## src/verilog/smc_pkg.sv

```systemverilog
package smc_pkg;

  // register selects for the plain write port
  typedef enum logic [3:0] {
    SEL_PORT_LOW     = 4'h0,
    SEL_PORT_HIGH    = 4'h1,
    SEL_CLK_RELOAD   = 4'h2,
    SEL_CLK_CONFIG   = 4'h3,
    SEL_AUX          = 4'h4,
    SEL_AUX2         = 4'h5,
    SEL_KB_FLAGS     = 4'h6,
    SEL_TIMER_OUT    = 4'h7,
    SEL_DOUBLE_SPEED = 4'h8
  } smc_reg_sel_t;

  // six-state machine cycle of compatible mode
  typedef enum logic [2:0] {
    MS_S1 = 3'h0,
    MS_S2 = 3'h1,
    MS_S3 = 3'h2,
    MS_S4 = 3'h3,
    MS_S5 = 3'h4,
    MS_S6 = 3'h5
  } smc_mstate_t;

  // field positions
  localparam int TPS_MSB         = 7;
  localparam int TPS_LSB         = 4;
  localparam int AUX_LATCH_BIT   = 0;
  localparam int AUX_XDATA_BIT   = 1;
  localparam int AUX_WS_MSB      = 6;
  localparam int AUX_WS_LSB      = 5;
  localparam int AUX2_STACK_BIT  = 4;
  localparam int AUX2_API_BIT    = 5;
  localparam int TOUT_T0_BIT     = 0;
  localparam int TOUT_T1_BIT     = 1;
  localparam int DSPEED_BIT      = 0;

  // values after reset
  localparam logic [3:0] TPS_RST_COMPAT = 4'h5;
  localparam logic [3:0] TPS_RST_FAST   = 4'h0;
  localparam logic [7:0] CLOCK_RELOAD_DIVIDER_RST       = 8'hFF;
  localparam logic [7:0] CLKCFG_RST     = 8'h00;
  localparam logic [7:0] AUX_RST        = 8'h00;
  localparam logic [7:0] AUX2_RST       = 8'h00;
  localparam logic [7:0] TOUT_RST       = 8'h00;
  localparam logic [7:0] KBF_RST        = 8'h00;
  localparam logic [7:0] PM_ALL_SET     = 8'hFF;
  localparam logic [7:0] PM_ALL_CLR     = 8'h00;

  // counts and limits
  localparam logic [8:0]  DIV_BASE         = 9'h100;
  localparam logic [4:0]  CLOCKS_PER_MCYC  = 5'h06;
  localparam logic [15:0] EXT_EXEC_FLOOR   = 16'h2000;

endpackage : smc_pkg

```

## src/verilog/smc_tick_if.sv

```systemverilog
`timescale 1ns/1ps
interface smc_tick_if;
  logic       clk_en;
  logic       sys_rst;
  logic       fast_mode;
  logic       t2_unscaled;
  logic [3:0] timer_prescale_select;
  logic       timer_tick;
  logic       t2_tick;
  logic       sample_strobe;

  modport ctrl (
    output clk_en, sys_rst, fast_mode, t2_unscaled, timer_prescale_select,
    input  timer_tick, t2_tick, sample_strobe
  );
  modport presc (
    input  clk_en, sys_rst, fast_mode, t2_unscaled, timer_prescale_select,
    output timer_tick, t2_tick, sample_strobe
  );
endinterface : smc_tick_if

```

## src/verilog/smc_prescaler.sv

```systemverilog
`timescale 1ns/1ps
module smc_prescaler (
  input  logic    core_clk_in,  // system clock
  smc_tick_if.presc tick_if     // control in, ticks out
);

  logic [3:0] count;
  logic       next_tick;

  // divide ratio is tps+1, so 0 gives full rate and 15 gives 1/16
  assign next_tick = (count >= tick_if.timer_prescale_select);

  // counter uses >= so a smaller tps written mid-count cannot strand it
  always_ff @(posedge core_clk_in) begin
    if (tick_if.sys_rst) begin
      count                 <= 4'h0;
      tick_if.timer_tick    <= 1'b0;
      tick_if.t2_tick       <= 1'b0;
      tick_if.sample_strobe <= 1'b0;
    end else if (tick_if.clk_en) begin
      count                 <= next_tick ? 4'h0 : 4'(count + 4'h1);
      tick_if.timer_tick    <= next_tick;
      tick_if.t2_tick       <= tick_if.t2_unscaled | next_tick;
      tick_if.sample_strobe <= tick_if.fast_mode | next_tick;
    end
  end

endmodule : smc_prescaler

```

## src/verilog/smc_system_config.sv

```systemverilog
`timescale 1ns/1ps
module smc_system_config #(
  parameter int PORTS = 5,                          // ports 0..PORTS-1, last is fixed quasi
  parameter int PINS  = 8                           // pins per port
) (
  input  logic                      core_clk_in,         // system clock, 25 MHz
  input  logic                      rst_n_in,            // synchronous reset, active low
  input  logic                      clk_en_in,           // freezes all state outside reset when low
  input  logic                      compat_mode_fuse_in, // 1 = compatible, 0 = fast
  input  logic                      tristate_port_fuse_in, // 1 = all but the last port start input-only
  input  logic                      xdata_default_fuse_in, // default of on-chip xdata enable
  input  logic                      reset_pin_in,        // external reset pin level
  input  logic                      reset_polarity_select_in, // polarity pin level
  input  logic                      second_oscillator_source_in, // 1 = oscillator B
  input  logic                      reg_wr_in,           // register write strobe
  input  smc_pkg::smc_reg_sel_t     reg_sel_in,          // register select
  input  logic [2:0]                port_index_in,       // port for mode writes
  input  logic [7:0]                reg_wdata_in,        // write data
  input  logic [2:0]                instr_length_in,     // machine cycles or fast clocks
  input  logic                      timer2_unscaled_mode_in, // timer 2 clock-out or baud
  input  logic                      timer0_overflow_in,  // timer 0 overflow pulse
  input  logic                      timer1_overflow_in,  // timer 1 overflow pulse
  input  logic [7:0]                keyboard_event_in,   // keyboard flag set pulses
  input  logic [15:0]               fetch_addr_in,       // code fetch address
  input  logic                      fetch_external_in,   // address maps to external code
  input  logic                      lock_mode4_in,       // third lock bit active
  output logic                      fast_mode_out,       // captured execution mode
  output logic                      sys_reset_out,       // combined reset, active high
  output logic [PORTS*PINS-1:0]     port_mode_low_bits_out,  // mode bit 0 per pin
  output logic [PORTS*PINS-1:0]     port_mode_high_bits_out, // mode bit 1 per pin
  output logic [7:0]                clock_reload_divider_out, // reload divider register
  output logic [7:0]                clock_config_register_out, // clock config register
  output logic [7:0]                auxiliary_control_register_out, // aux register
  output logic [7:0]                second_auxiliary_control_register_out, // aux2
  output logic [7:0]                keyboard_flag_register_out, // keyboard flags
  output logic [7:0]                timer_output_control_register_out, // toggle enables
  output logic                      double_speed_setting_out, // 1 = no halving
  output logic [3:0]                timer_prescale_select_out, // prescale field
  output logic                      latch_strobe_toggle_enable_out, // strobe may toggle
  output logic                      onchip_xdata_enable_out, // on-chip xdata access
  output logic [1:0]                xdata_wait_states_out, // external data wait states
  output logic                      extended_stack_select_out, // stack in extra RAM
  output logic                      flash_api_enable_out, // flash API access
  output logic [9:0]                sys_clk_divisor_out, // oscillator to system ratio
  output logic                      osc_b_selected_out,  // divisor applies to osc B
  output logic                      fetch_strobe_out,    // one code byte this clock
  output smc_pkg::smc_mstate_t      machine_state_out,   // state within machine cycle
  output logic [4:0]                instr_clocks_out,    // instruction length in clocks
  output logic                      timer_tick_out,      // shared prescaler tick
  output logic                      timer2_tick_out,     // timer 2 time base
  output logic                      pin_sample_out,      // sample timer/interrupt pins
  output logic                      timer0_pin_out,      // timer 0 toggled pin level
  output logic                      timer1_pin_out,      // timer 1 toggled pin level
  output logic                      ext_exec_allow_out   // external fetch permitted
);

  // elaboration-time guards: mode registers are byte wide and port index is three bits
  if (PORTS < 2 || PORTS > 8) $error("PORTS must lie in 2..8");
  if (PINS != 8) $error("PINS must be 8 to match byte-wide mode registers");


  // instruction length: compatible counts machine cycles of six clocks
  function automatic logic [4:0] instr_clocks(input logic fast, input logic [2:0] len);
    logic [4:0] wide;
    wide = {2'b00, len};
    instr_clocks = fast ? wide : 5'(wide * smc_pkg::CLOCKS_PER_MCYC);
  endfunction : instr_clocks

  // advance the six-state cycle
  function automatic smc_pkg::smc_mstate_t next_mstate(input smc_pkg::smc_mstate_t s);
    case (s)
      smc_pkg::MS_S1: next_mstate = smc_pkg::MS_S2;
      smc_pkg::MS_S2: next_mstate = smc_pkg::MS_S3;
      smc_pkg::MS_S3: next_mstate = smc_pkg::MS_S4;
      smc_pkg::MS_S4: next_mstate = smc_pkg::MS_S5;
      smc_pkg::MS_S5: next_mstate = smc_pkg::MS_S6;
      default:        next_mstate = smc_pkg::MS_S1;
    endcase
  endfunction : next_mstate

  // ---- pin synchronisers: three flops, a change counts once stages 2 and 3 agree
  logic [1:0] pin_s1;
  logic [1:0] pin_s2;
  logic [1:0] pin_s3;
  logic [1:0] pin_level;   // [0] reset pin, [1] polarity pin
  logic       pin_reset_active;
  logic       sys_rst;

  // reset pin idles low with polarity high, an inactive pair, so nothing fires at start-up
  always_ff @(posedge core_clk_in) begin
    if (!rst_n_in) begin
      pin_s1    <= 2'h2;
      pin_s2    <= 2'h2;
      pin_s3    <= 2'h2;
      pin_level <= 2'h2;
    end else if (clk_en_in) begin
      pin_s1 <= {reset_polarity_select_in, reset_pin_in};
      pin_s2 <= pin_s1;
      pin_s3 <= pin_s2;
      for (int i = 0; i < 2; i++) begin
        if (pin_s2[i] == pin_s3[i]) pin_level[i] <= pin_s3[i];
      end
    end
  end

  // the three-flop filter drops pulses of one clock; holders meet anyway
  assign pin_reset_active = pin_level[1] ? pin_level[0] : ~pin_level[0];
  assign sys_rst          = ~rst_n_in | pin_reset_active;
  assign sys_reset_out    = sys_rst;

  // ---- mode capture
  logic fast_mode;
  logic reset_fast;

  assign reset_fast = ~compat_mode_fuse_in;

  // fuse is sampled every reset cycle, frozen once reset is released
  always_ff @(posedge core_clk_in) begin
    if (sys_rst) fast_mode <= reset_fast;
  end
  assign fast_mode_out = fast_mode;

  // ---- software configuration registers
  logic [7:0] port_low  [PORTS];
  logic [7:0] port_high [PORTS];
  logic [7:0] clock_reload_divider;
  logic [7:0] clkcfg;
  logic [7:0] aux;
  logic [7:0] aux2;
  logic [7:0] tout;
  logic [7:0] keyboard_flag_register;
  logic       dspeed;

  logic       wr_port_low;
  logic       wr_port_high;
  logic       wr_kbf;
  logic [7:0] kbf_keep_mask;
  logic [7:0] next_kbf;
  logic [7:0] low_reset;
  logic [7:0] high_reset;
  logic [7:0] p0_low_reset;
  logic [7:0] p0_high_reset;

  // decode; the last port is never writable and stays quasi-bidirectional
  assign wr_port_low  = reg_wr_in && reg_sel_in == smc_pkg::SEL_PORT_LOW
                        && 32'(port_index_in) < PORTS - 1;
  assign wr_port_high = reg_wr_in && reg_sel_in == smc_pkg::SEL_PORT_HIGH
                        && 32'(port_index_in) < PORTS - 1;
  assign wr_kbf       = reg_wr_in && reg_sel_in == smc_pkg::SEL_KB_FLAGS;

  // mode encoding {high,low}: 00 quasi, 01 push-pull, 10 input-only, 11 open-drain
  assign low_reset     = smc_pkg::PM_ALL_CLR;
  assign high_reset    = tristate_port_fuse_in ? smc_pkg::PM_ALL_SET
                                               : smc_pkg::PM_ALL_CLR;
  assign p0_low_reset  = tristate_port_fuse_in ? smc_pkg::PM_ALL_CLR
                                               : smc_pkg::PM_ALL_SET;
  assign p0_high_reset = smc_pkg::PM_ALL_SET;

  // flags clear where software writes zero; a new event in the same clock wins
  assign kbf_keep_mask = wr_kbf ? reg_wdata_in : smc_pkg::PM_ALL_SET;
  assign next_kbf      = (keyboard_flag_register & kbf_keep_mask) | keyboard_event_in;

  // port mode bits
  always_ff @(posedge core_clk_in) begin
    if (sys_rst) begin
      for (int p = 0; p < PORTS; p++) begin
        port_low[p]  <= (p == 0) ? p0_low_reset  : low_reset;
        port_high[p] <= (p == 0) ? p0_high_reset : high_reset;
      end
      port_high[PORTS-1] <= smc_pkg::PM_ALL_CLR;
    end else if (clk_en_in) begin
      if (wr_port_low)  port_low[port_index_in]  <= reg_wdata_in;
      if (wr_port_high) port_high[port_index_in] <= reg_wdata_in;
    end
  end

  // clock, auxiliary, timer-output and keyboard registers
  always_ff @(posedge core_clk_in) begin
    if (sys_rst) begin
      clock_reload_divider   <= smc_pkg::CLOCK_RELOAD_DIVIDER_RST;
      clkcfg <= smc_pkg::CLKCFG_RST;
      clkcfg[smc_pkg::TPS_MSB:smc_pkg::TPS_LSB] <=
        reset_fast ? smc_pkg::TPS_RST_FAST : smc_pkg::TPS_RST_COMPAT;
      aux    <= smc_pkg::AUX_RST;
      aux[smc_pkg::AUX_XDATA_BIT] <= xdata_default_fuse_in;
      aux2   <= smc_pkg::AUX2_RST;
      tout   <= smc_pkg::TOUT_RST;
      keyboard_flag_register    <= smc_pkg::KBF_RST;
      dspeed <= reset_fast;
    end else if (clk_en_in) begin
      if (reg_wr_in && reg_sel_in == smc_pkg::SEL_CLK_RELOAD)   clock_reload_divider   <= reg_wdata_in;
      if (reg_wr_in && reg_sel_in == smc_pkg::SEL_CLK_CONFIG)   clkcfg <= reg_wdata_in;
      if (reg_wr_in && reg_sel_in == smc_pkg::SEL_AUX)          aux    <= reg_wdata_in;
      if (reg_wr_in && reg_sel_in == smc_pkg::SEL_AUX2)         aux2   <= reg_wdata_in;
      if (reg_wr_in && reg_sel_in == smc_pkg::SEL_TIMER_OUT)    tout   <= reg_wdata_in;
      if (reg_wr_in && reg_sel_in == smc_pkg::SEL_DOUBLE_SPEED) begin
        dspeed <= reg_wdata_in[smc_pkg::DSPEED_BIT];
      end
      keyboard_flag_register <= next_kbf;
    end
  end

  // flatten port modes for the pad logic
  genvar gp;
  generate
    for (gp = 0; gp < PORTS; gp++) begin : g_port
      assign port_mode_low_bits_out[gp*PINS +: PINS]  = port_low[gp];
      assign port_mode_high_bits_out[gp*PINS +: PINS] = port_high[gp];
    end
  endgenerate

  // register views and field slices, all straight from flops
  assign clock_reload_divider_out              = clock_reload_divider;
  assign clock_config_register_out             = clkcfg;
  assign auxiliary_control_register_out        = aux;
  assign second_auxiliary_control_register_out = aux2;
  assign keyboard_flag_register_out            = keyboard_flag_register;
  assign timer_output_control_register_out     = tout;
  assign double_speed_setting_out              = dspeed;
  assign timer_prescale_select_out  = clkcfg[smc_pkg::TPS_MSB:smc_pkg::TPS_LSB];
  assign latch_strobe_toggle_enable_out = aux[smc_pkg::AUX_LATCH_BIT];
  assign onchip_xdata_enable_out        = aux[smc_pkg::AUX_XDATA_BIT];
  assign xdata_wait_states_out = aux[smc_pkg::AUX_WS_MSB:smc_pkg::AUX_WS_LSB];
  assign extended_stack_select_out      = aux2[smc_pkg::AUX2_STACK_BIT];
  assign flash_api_enable_out           = aux2[smc_pkg::AUX2_API_BIT];

  // ---- system clock divisor: reload factor, then doubled unless double speed
  logic [8:0] reload_factor;
  logic [9:0] next_divisor;

  assign reload_factor = 9'(smc_pkg::DIV_BASE - {1'b0, clock_reload_divider});
  assign next_divisor  = dspeed ? {1'b0, reload_factor} : {reload_factor, 1'b0};

  // the same divisor feeds whichever oscillator is selected
  always_ff @(posedge core_clk_in) begin
    if (sys_rst) begin
      sys_clk_divisor_out <= reset_fast ? 10'h001 : 10'h002;
      osc_b_selected_out  <= 1'b0;
    end else if (clk_en_in) begin
      sys_clk_divisor_out <= next_divisor;
      osc_b_selected_out  <= second_oscillator_source_in;
    end
  end

  // ---- fetch sequencing and instruction length
  smc_pkg::smc_mstate_t mstate;
  smc_pkg::smc_mstate_t next_state;
  logic                 next_fetch;

  // fast mode parks in S1 and fetches every clock
  assign next_state = fast_mode ? smc_pkg::MS_S1 : next_mstate(mstate);
  assign next_fetch = fast_mode || next_state == smc_pkg::MS_S3
                                || next_state == smc_pkg::MS_S6;

  always_ff @(posedge core_clk_in) begin
    if (sys_rst) begin
      mstate           <= smc_pkg::MS_S1;
      fetch_strobe_out <= 1'b0;
      instr_clocks_out <= 5'h00;
    end else if (clk_en_in) begin
      mstate           <= next_state;
      fetch_strobe_out <= next_fetch;
      instr_clocks_out <= instr_clocks(fast_mode, instr_length_in);
    end
  end
  assign machine_state_out = mstate;

  // ---- shared prescaler
  smc_tick_if tick_bus ();

  assign tick_bus.clk_en      = clk_en_in;
  assign tick_bus.sys_rst     = sys_rst;
  assign tick_bus.fast_mode   = fast_mode;
  assign tick_bus.t2_unscaled = timer2_unscaled_mode_in;
  assign tick_bus.timer_prescale_select         = clkcfg[smc_pkg::TPS_MSB:smc_pkg::TPS_LSB];

  smc_prescaler u_prescaler (
    .core_clk_in (core_clk_in),
    .tick_if     (tick_bus)
  );

  assign timer_tick_out  = tick_bus.timer_tick;
  assign timer2_tick_out = tick_bus.t2_tick;
  assign pin_sample_out  = tick_bus.sample_strobe;

  // ---- timer pin toggling and external execution gate
  logic next_ext_allow;

  // nothing below 2000H may run externally; lock mode 4 shuts the rest
  assign next_ext_allow = fetch_external_in && fetch_addr_in >= smc_pkg::EXT_EXEC_FLOOR
                          && !lock_mode4_in;

  always_ff @(posedge core_clk_in) begin
    if (sys_rst) begin
      timer0_pin_out     <= 1'b0;
      timer1_pin_out     <= 1'b0;
      ext_exec_allow_out <= 1'b0;
    end else if (clk_en_in) begin
      timer0_pin_out <= timer0_pin_out
                        ^ (timer0_overflow_in & tout[smc_pkg::TOUT_T0_BIT]);
      timer1_pin_out <= timer1_pin_out
                        ^ (timer1_overflow_in & tout[smc_pkg::TOUT_T1_BIT]);
      ext_exec_allow_out <= next_ext_allow;
    end
  end

endmodule : smc_system_config

```

## config.mk

```make
export PLATFORM = sky130hd
export DESIGN_NAME = smc_system_config
export DESIGN_NICKNAME = d
export VERILOG_FILES = /design/src/verilog/smc_pkg.sv /design/src/verilog/smc_tick_if.sv /design/src/verilog/smc_prescaler.sv /design/src/verilog/smc_system_config.sv
export SDC_FILE = /design/constraint.sdc
export NUM_CORES = 1
export LEC_CHECK = 0
export BUFFER_PORTS_ARGS = -buffer_cell sky130_fd_sc_hd__clkbuf_2
export CAP_MARGIN = 20
export CORE_MARGIN = 1.5
export CORE_UTILIZATION = 51
export DETAILED_ROUTE_END_ITERATION = 12
export PLACE_DENSITY = 0.8
export SLEW_MARGIN = 20
export SYNTH_ARGS = -nofsm -noshare
export SYNTH_HDL_FRONTEND = slang
export SYNTH_SLANG_ARGS = --single-unit
```

## constraint.sdc

```tcl
create_clock -name core_clk_in -period 2.6 [get_ports core_clk_in]
set_input_delay 0.52 -clock core_clk_in [delete_from_list [all_inputs] [get_ports core_clk_in]]
set_output_delay 0.52 -clock core_clk_in [all_outputs]
set_load 0.02 [all_outputs]
```

Yosys cells after proc, flatten, opt, wreduce, memory -nomap -nowiden
Memories as Yosys holds them, arrays and structs flattened.
Cells that the tools add are included.
{ "totals": {"out_inout_bits": 167, "inputBits": 57, "memories": 2, "ram_bits": 80, "wordCells": 137, "ff_bits": 88} }
{ "memory_table": {"columns": ["memory", "words", "width", "rd", "rd_ports_with_merged_regs", "write_ports", "line", "rtl"], "rows": [
  ["port_high", 5, 8, 5, 0, 5, "smc_system_config.sv:125", "logic [7:0] port_high [PORTS];"],
  ["port_low", 5, 8, 5, 0, 5, "smc_system_config.sv:124", "logic [7:0] port_low [PORTS];"]
]} }
{ "classes": {"muxes": 39, "mul": 1, "reduce_logical": 34, "eq_ne": 16, "n_lt_le_gt_ge": 3, "add_sub_neg": 2, "bitwise_logic": 13} }
{ "ops": {"columns": ["cell", "count"], "rows": [
  ["8-bit 2-to-1 mux", 9],
  ["10-bit 2-to-1 mux", 3],
  ["2-bit AND reduction", 10],
  ["4-bit by 3-bit == test with 1-bit output (second input constant)", 4],
  ["16-bit by 14-bit >= comparator with 1-bit output (second input constant)", 1],
  ["1-bit 2-to-1 mux", 16],
  ["8-bit OR reduction", 2],
  ["3-bit case mux with 5 select lines", 1],
  ["1-bit logical AND", 13],
  ["3-bit 2-to-1 mux", 4],
  ["3-bit by 2-bit == test with 1-bit output (second input constant)", 3],
  ["9-bit by 8-bit subtractor with 9-bit output (first input constant)", 1],
  ["8-bit AND", 1],
  ["4-bit by 2-bit == test with 1-bit output (second input constant)", 2],
  ["2-bit 2-to-1 mux", 4],
  ["8-bit OR", 1],
  ["2-bit nonzero test", 4],
  ["3-bit == test (second input constant)", 2],
  ["5-bit 2-to-1 mux", 1],
  ["4-bit by 1-bit adder with 4-bit output (second input constant)", 1],
  ["4-bit by 1-bit == test with 1-bit output (second input constant)", 1],
  ["4-bit == test (second input constant)", 1],
  ["4-bit >= comparator", 1],
  ["4-bit zero test", 1],
  ["other kinds (12)", 21]
]} }

Logic depth before layout (Yosys ltp)
{ "depth": {"depth_word": 9, "mapped_depth": 7, "depth_no_buf": 6} }

Modules after synthesis
A second synthesis with hierarchy kept.
{ "hier_totals": {"hier_cells": 628, "area_unflattened_um2": 7129.3} }
{ "modules_own_cells": {"columns": ["module", "cells_per_inst", "seq_area_each_um2", "instances", "area_per_inst_um2"], "rows": [
  ["smc_system_config", 582, 4194.0, 1, 6703.9],
  ["smc_prescaler", 46, 140.1, 1, 425.4]
]} }

Least setup slack after synthesis
No wires, ideal clock.
{ "synth_timing": {"path_type": "in2reg", "startpoint": "input clk_en_in", "endpoint": "memory port_high[0][0], enable pin", "path_stages": 5, "slack_ns": 0.334, "setup_ns": 0.334, "t_required_ns": 2.266, "arrival_time_ns": 1.931, "path_buffers": 1, "cell_sequence": "buf_2 and4bb_2 nand4b_4 nor4_4 nand2b_1"} }
{ "synth_rtl": {"columns": ["item", "line", "rtl"], "rows": [
  ["start, declared", "smc_system_config.sv:8", "input logic clk_en_in,"],
  ["end, declared", "smc_system_config.sv:125", null]
]} }

Worst setup path in the final report
{ "layout_timing": {"startpoint": "register pin_level[1]", "endpoint": "output sys_reset_out"} }
{ "layout_between": {"elab_chain_cells": 2} }
{ "layout_lines": {"columns": ["item", "line", "rtl"], "rows": [
  ["start, declared", "smc_system_config.sv:85", "logic [1:0] pin_level;"],
  ["start signal, assigned by index", "smc_system_config.sv:101", "if (pin_s2[i] == pin_s3[i]) pin_level[i] <= pin_s3[i];"],
  ["1-bit 2-to-1 mux", "smc_system_config.sv:107", "assign pin_reset_active = pin_level[1] ? pin_level[0] : ~pin_level[0];"],
  ["1-bit OR", "smc_system_config.sv:108", "assign sys_rst = ~rst_n_in | pin_reset_active;"],
  ["end, declared", "smc_system_config.sv:28", "output logic sys_reset_out,"]
]} }
No other way between the ends.

==> results.json <==
{
  "instances_no_fill": 1021,
  "synth_area_leaders": "edfxtp_1 (41%), dfxtp_1 (20%), mux2i_1 (3.8%)",
  "path_max_fanout": 21,
  "min_to": "keyboard_flag_register_out[5]",
  "cts_hold_buf": 0,
  "pre_cts_ws_ps": 273,
  "synth_top_flop_cell": "edfxtp_1",
  "postPlaceCellArea_um2": 8260,
  "area_delta_synth_final_pct": 25.6,
  "fin_nets": 897,
  "avgSynthCellArea_um2": 11.3,
  "insertedDiodeCount": 0,
  "initialDrtViolationCount": 361,
  "tightest_slew_ps": 671,
  "port_buffers": 210,
  "globalplace.congestion": 0.783,
  "cts_setup_buffers": 0,
  "wl_um": 17700,
  "post-route-min-period_ps": 2220,
  "status": "finished, final reports clean",
  "p_total_mw": 6.04,
  "r2r_slack_ps": 570,
  "yosysWarnings": 0,
  "hp-class": "input port to flip-flop",
  "ioPinCount": 224,
  "dieArea_um2": 14500,
  "use_met2_pct": 42.1,
  "ys_async_sr_fraction_pct": 0,
  "rsz0062_at_grt": "no",
  "regArea_um2": 4330,
  "synth.yosys.seq_area_share_pct": 61.5,
  "cts_tree": "yes",
  "power_density_nw_per_um2": 682,
  "yosysUniqueCellTypes": 54,
  "report.final.hold_viol_count": 0,
  "first_global_vias": 5276,
  "fmax_mhz": 451,
  "grt-ovfl-total": 0,
  "whs_ps": 312,
  "tns_ps": 0,
  "dpl.hpwl_um": 12600,
  "die_h_um": 121,
  "grt_pass1_wl_um": 27200,
  "design_area_um2": 8850,
  "slew_viol_final": 0,
  "hold_depth": 3,
  "synth_commonest_cells": "edfxtp_1 (97), dfxtp_1 (71), nand2_1 (57), nor2_1 (54), a21oi_1 (44)",
  "irDropWorstVdd_v": 0.000391,
  "start_util_pct": 52.8,
  "multi_input_comb_area_um2": 2440,
  "dr_total_vias": 5574,
  "dpl.cell_count": 989,
  "finalClockSkew_ps": 9.78,
  "crit_required_ps": 2080,
  "globalRouteTotalUtil_pct": 24.6,
  "arrival_ps": 1700,
  "antenna_found_initial": 0,
  "cts.repair.resized": 0,
  "timing.rr.start": "pin_level[0]",
  "hp-start": "keyboard_event_in[5]",
  "layout_setup_ws_ps": 383,
  "fillers": 1051,
  "clk_latency_ps": 430,
  "fin_util_pct": 66.3,
  "p_leak_nw": 3.88,
  "die_w_um": 121,
  "top_usage_layer": "met2",
  "drc_errors": 0,
  "rows": 42,
  "period_share_pct": 85.3,
  "cts_sinks": 168,
  "relSlewSlack_pct": 55.3,
  "wl_per_cell_um": 17.3,
  "yosysMostFrequentCell": "edfxtp_1",
  "grt_max_degree": 43,
  "synth-edff-count": 97,
  "setup.worst_path.start_class": "flip-flop",
  "antenna_left": 0,
  "clk_path_buf_depth": 2,
  "core_area_um2": 13300,
  "r2r_cells": 4,
  "first_pass_iters": 5,
  "r2r_end": "port_high[0][4]",
  "cts_buffers": 17,
  "syn_area_um2": 7050,
  "h-tree-depth": 4,
  "synth-seq-cells": 168,
  "synth.largest_area_cell": "edfxtp_1",
  "grtUsageMet3_pct": 5.24,
  "setup.worst_path.class": "flip-flop to output pin",
  "grt_util_met1_pct": 30.7,
  "layout-drive-gt1-share_pct": 32.1,
  "drv_cap": 0,
  "clk_pin_slew_ps": 60,
  "clock_tree.root_cell": "clkbuf_16",
  "cp-end-kind": "output pin",
  "setup_viol": 0,
  "synthCells": 625,
  "synth_top_area_share_pct": 41.3,
  "drt-vias-per-instance": 5.46
}
[cell type report]
cell class	instances	area share, %
multi-input cells	398	27.6
inverters	18	0.763
clock inverters	8	0.961
repair buffers	229	13.5
well taps	176	2.49
clock buffers	24	5.74
flip-flops and latches	168	49.0
[report_power, final]
group	switching, mW	internal (mW)
registers	0.0548	2.92
clock network	1.03	1.48
logic	0.384	0.174
[worst max-delay path by stage]
stage | end | cells after the start | from | slack, ps
2_1_floorplan | port_high[0][0] | 5 | clk_en_in | 330
3_3_place_gp | port_low[1][3] | 5 | reg_sel_in[2] | 320
3_5_place_dp | port_low[1][3] | 5 | reg_sel_in[2] | 270
4_1_cts | sys_reset_out | 4 | pin_level[0] | 350
5_1_grt | sys_reset_out | 4 | pin_level[0] | 290
6_report | sys_reset_out | 4 | pin_level[1] | 380
[cells by family (layout without fill, tap and decap cells)]
logic type,Yosys count,in the layout,synth area share [%]
compound gates,118,118,10.5
xor+xnor,10,10,1.24
fa+ha+maj,8,8,1.53
buf+inv,66,279,4.21
flops,168,168,61.5
mux,27,27,3.84
other cells,1,8,0.0532
simple gates,227,227,17.1
[routing by layer]
layer | up-vias | part of all wire (%)
met5 | - | 0
met4 | 0 | 1.6
met3 | 27 | 7.3
met2 | 250 | 51
met1 | 2689 | 40
li1 | 2608 | -
[flip-flops by register name (all words and copies together), names as in the netlist, 3 cells and up]
signal,flops
clock_config_register_out,8
second_auxiliary_control_register_out,8
port_high,40
u_prescaler.count,4
keyboard_flag_register_out,8
instr_clocks_out,5
clock_reload_divider_out,8
timer_output_control_register_out,8
sys_clk_divisor_out,10
port_low,40
machine_state_out,3
auxiliary_control_register_out,8
[cell usage in the layout (no fill, tap or decap), drive strengths merged, types with 2 or more instances in the layout]
cell type and count:
nand4 2, o2111ai 2, edfxtp 97, a22o 3, o21ai 19, inv 19, ha 7, and3 4
conb 8, nor2b 4, nor3 14, clkbuf 234, clkinv 5, nor2 54, nand2b 22, a21o 25
xor2 5, nor4 2, and2 26, nor4b 3, nand3 30, o21a 10, dfxtp 71, mux2i 27
nand2 57, a211oi 6, a21oi 44, buf 19, nor3b 2, xnor2 5, and4b 2, a31oi 2
[critical path, cell delays in order (launching register included)]
cell	delay, ps
dfxtp_1	330
xor2_1	200
and2_1	200
inv_2	300
clkbuf_2	240
Power figures use the tool's default switching activity.
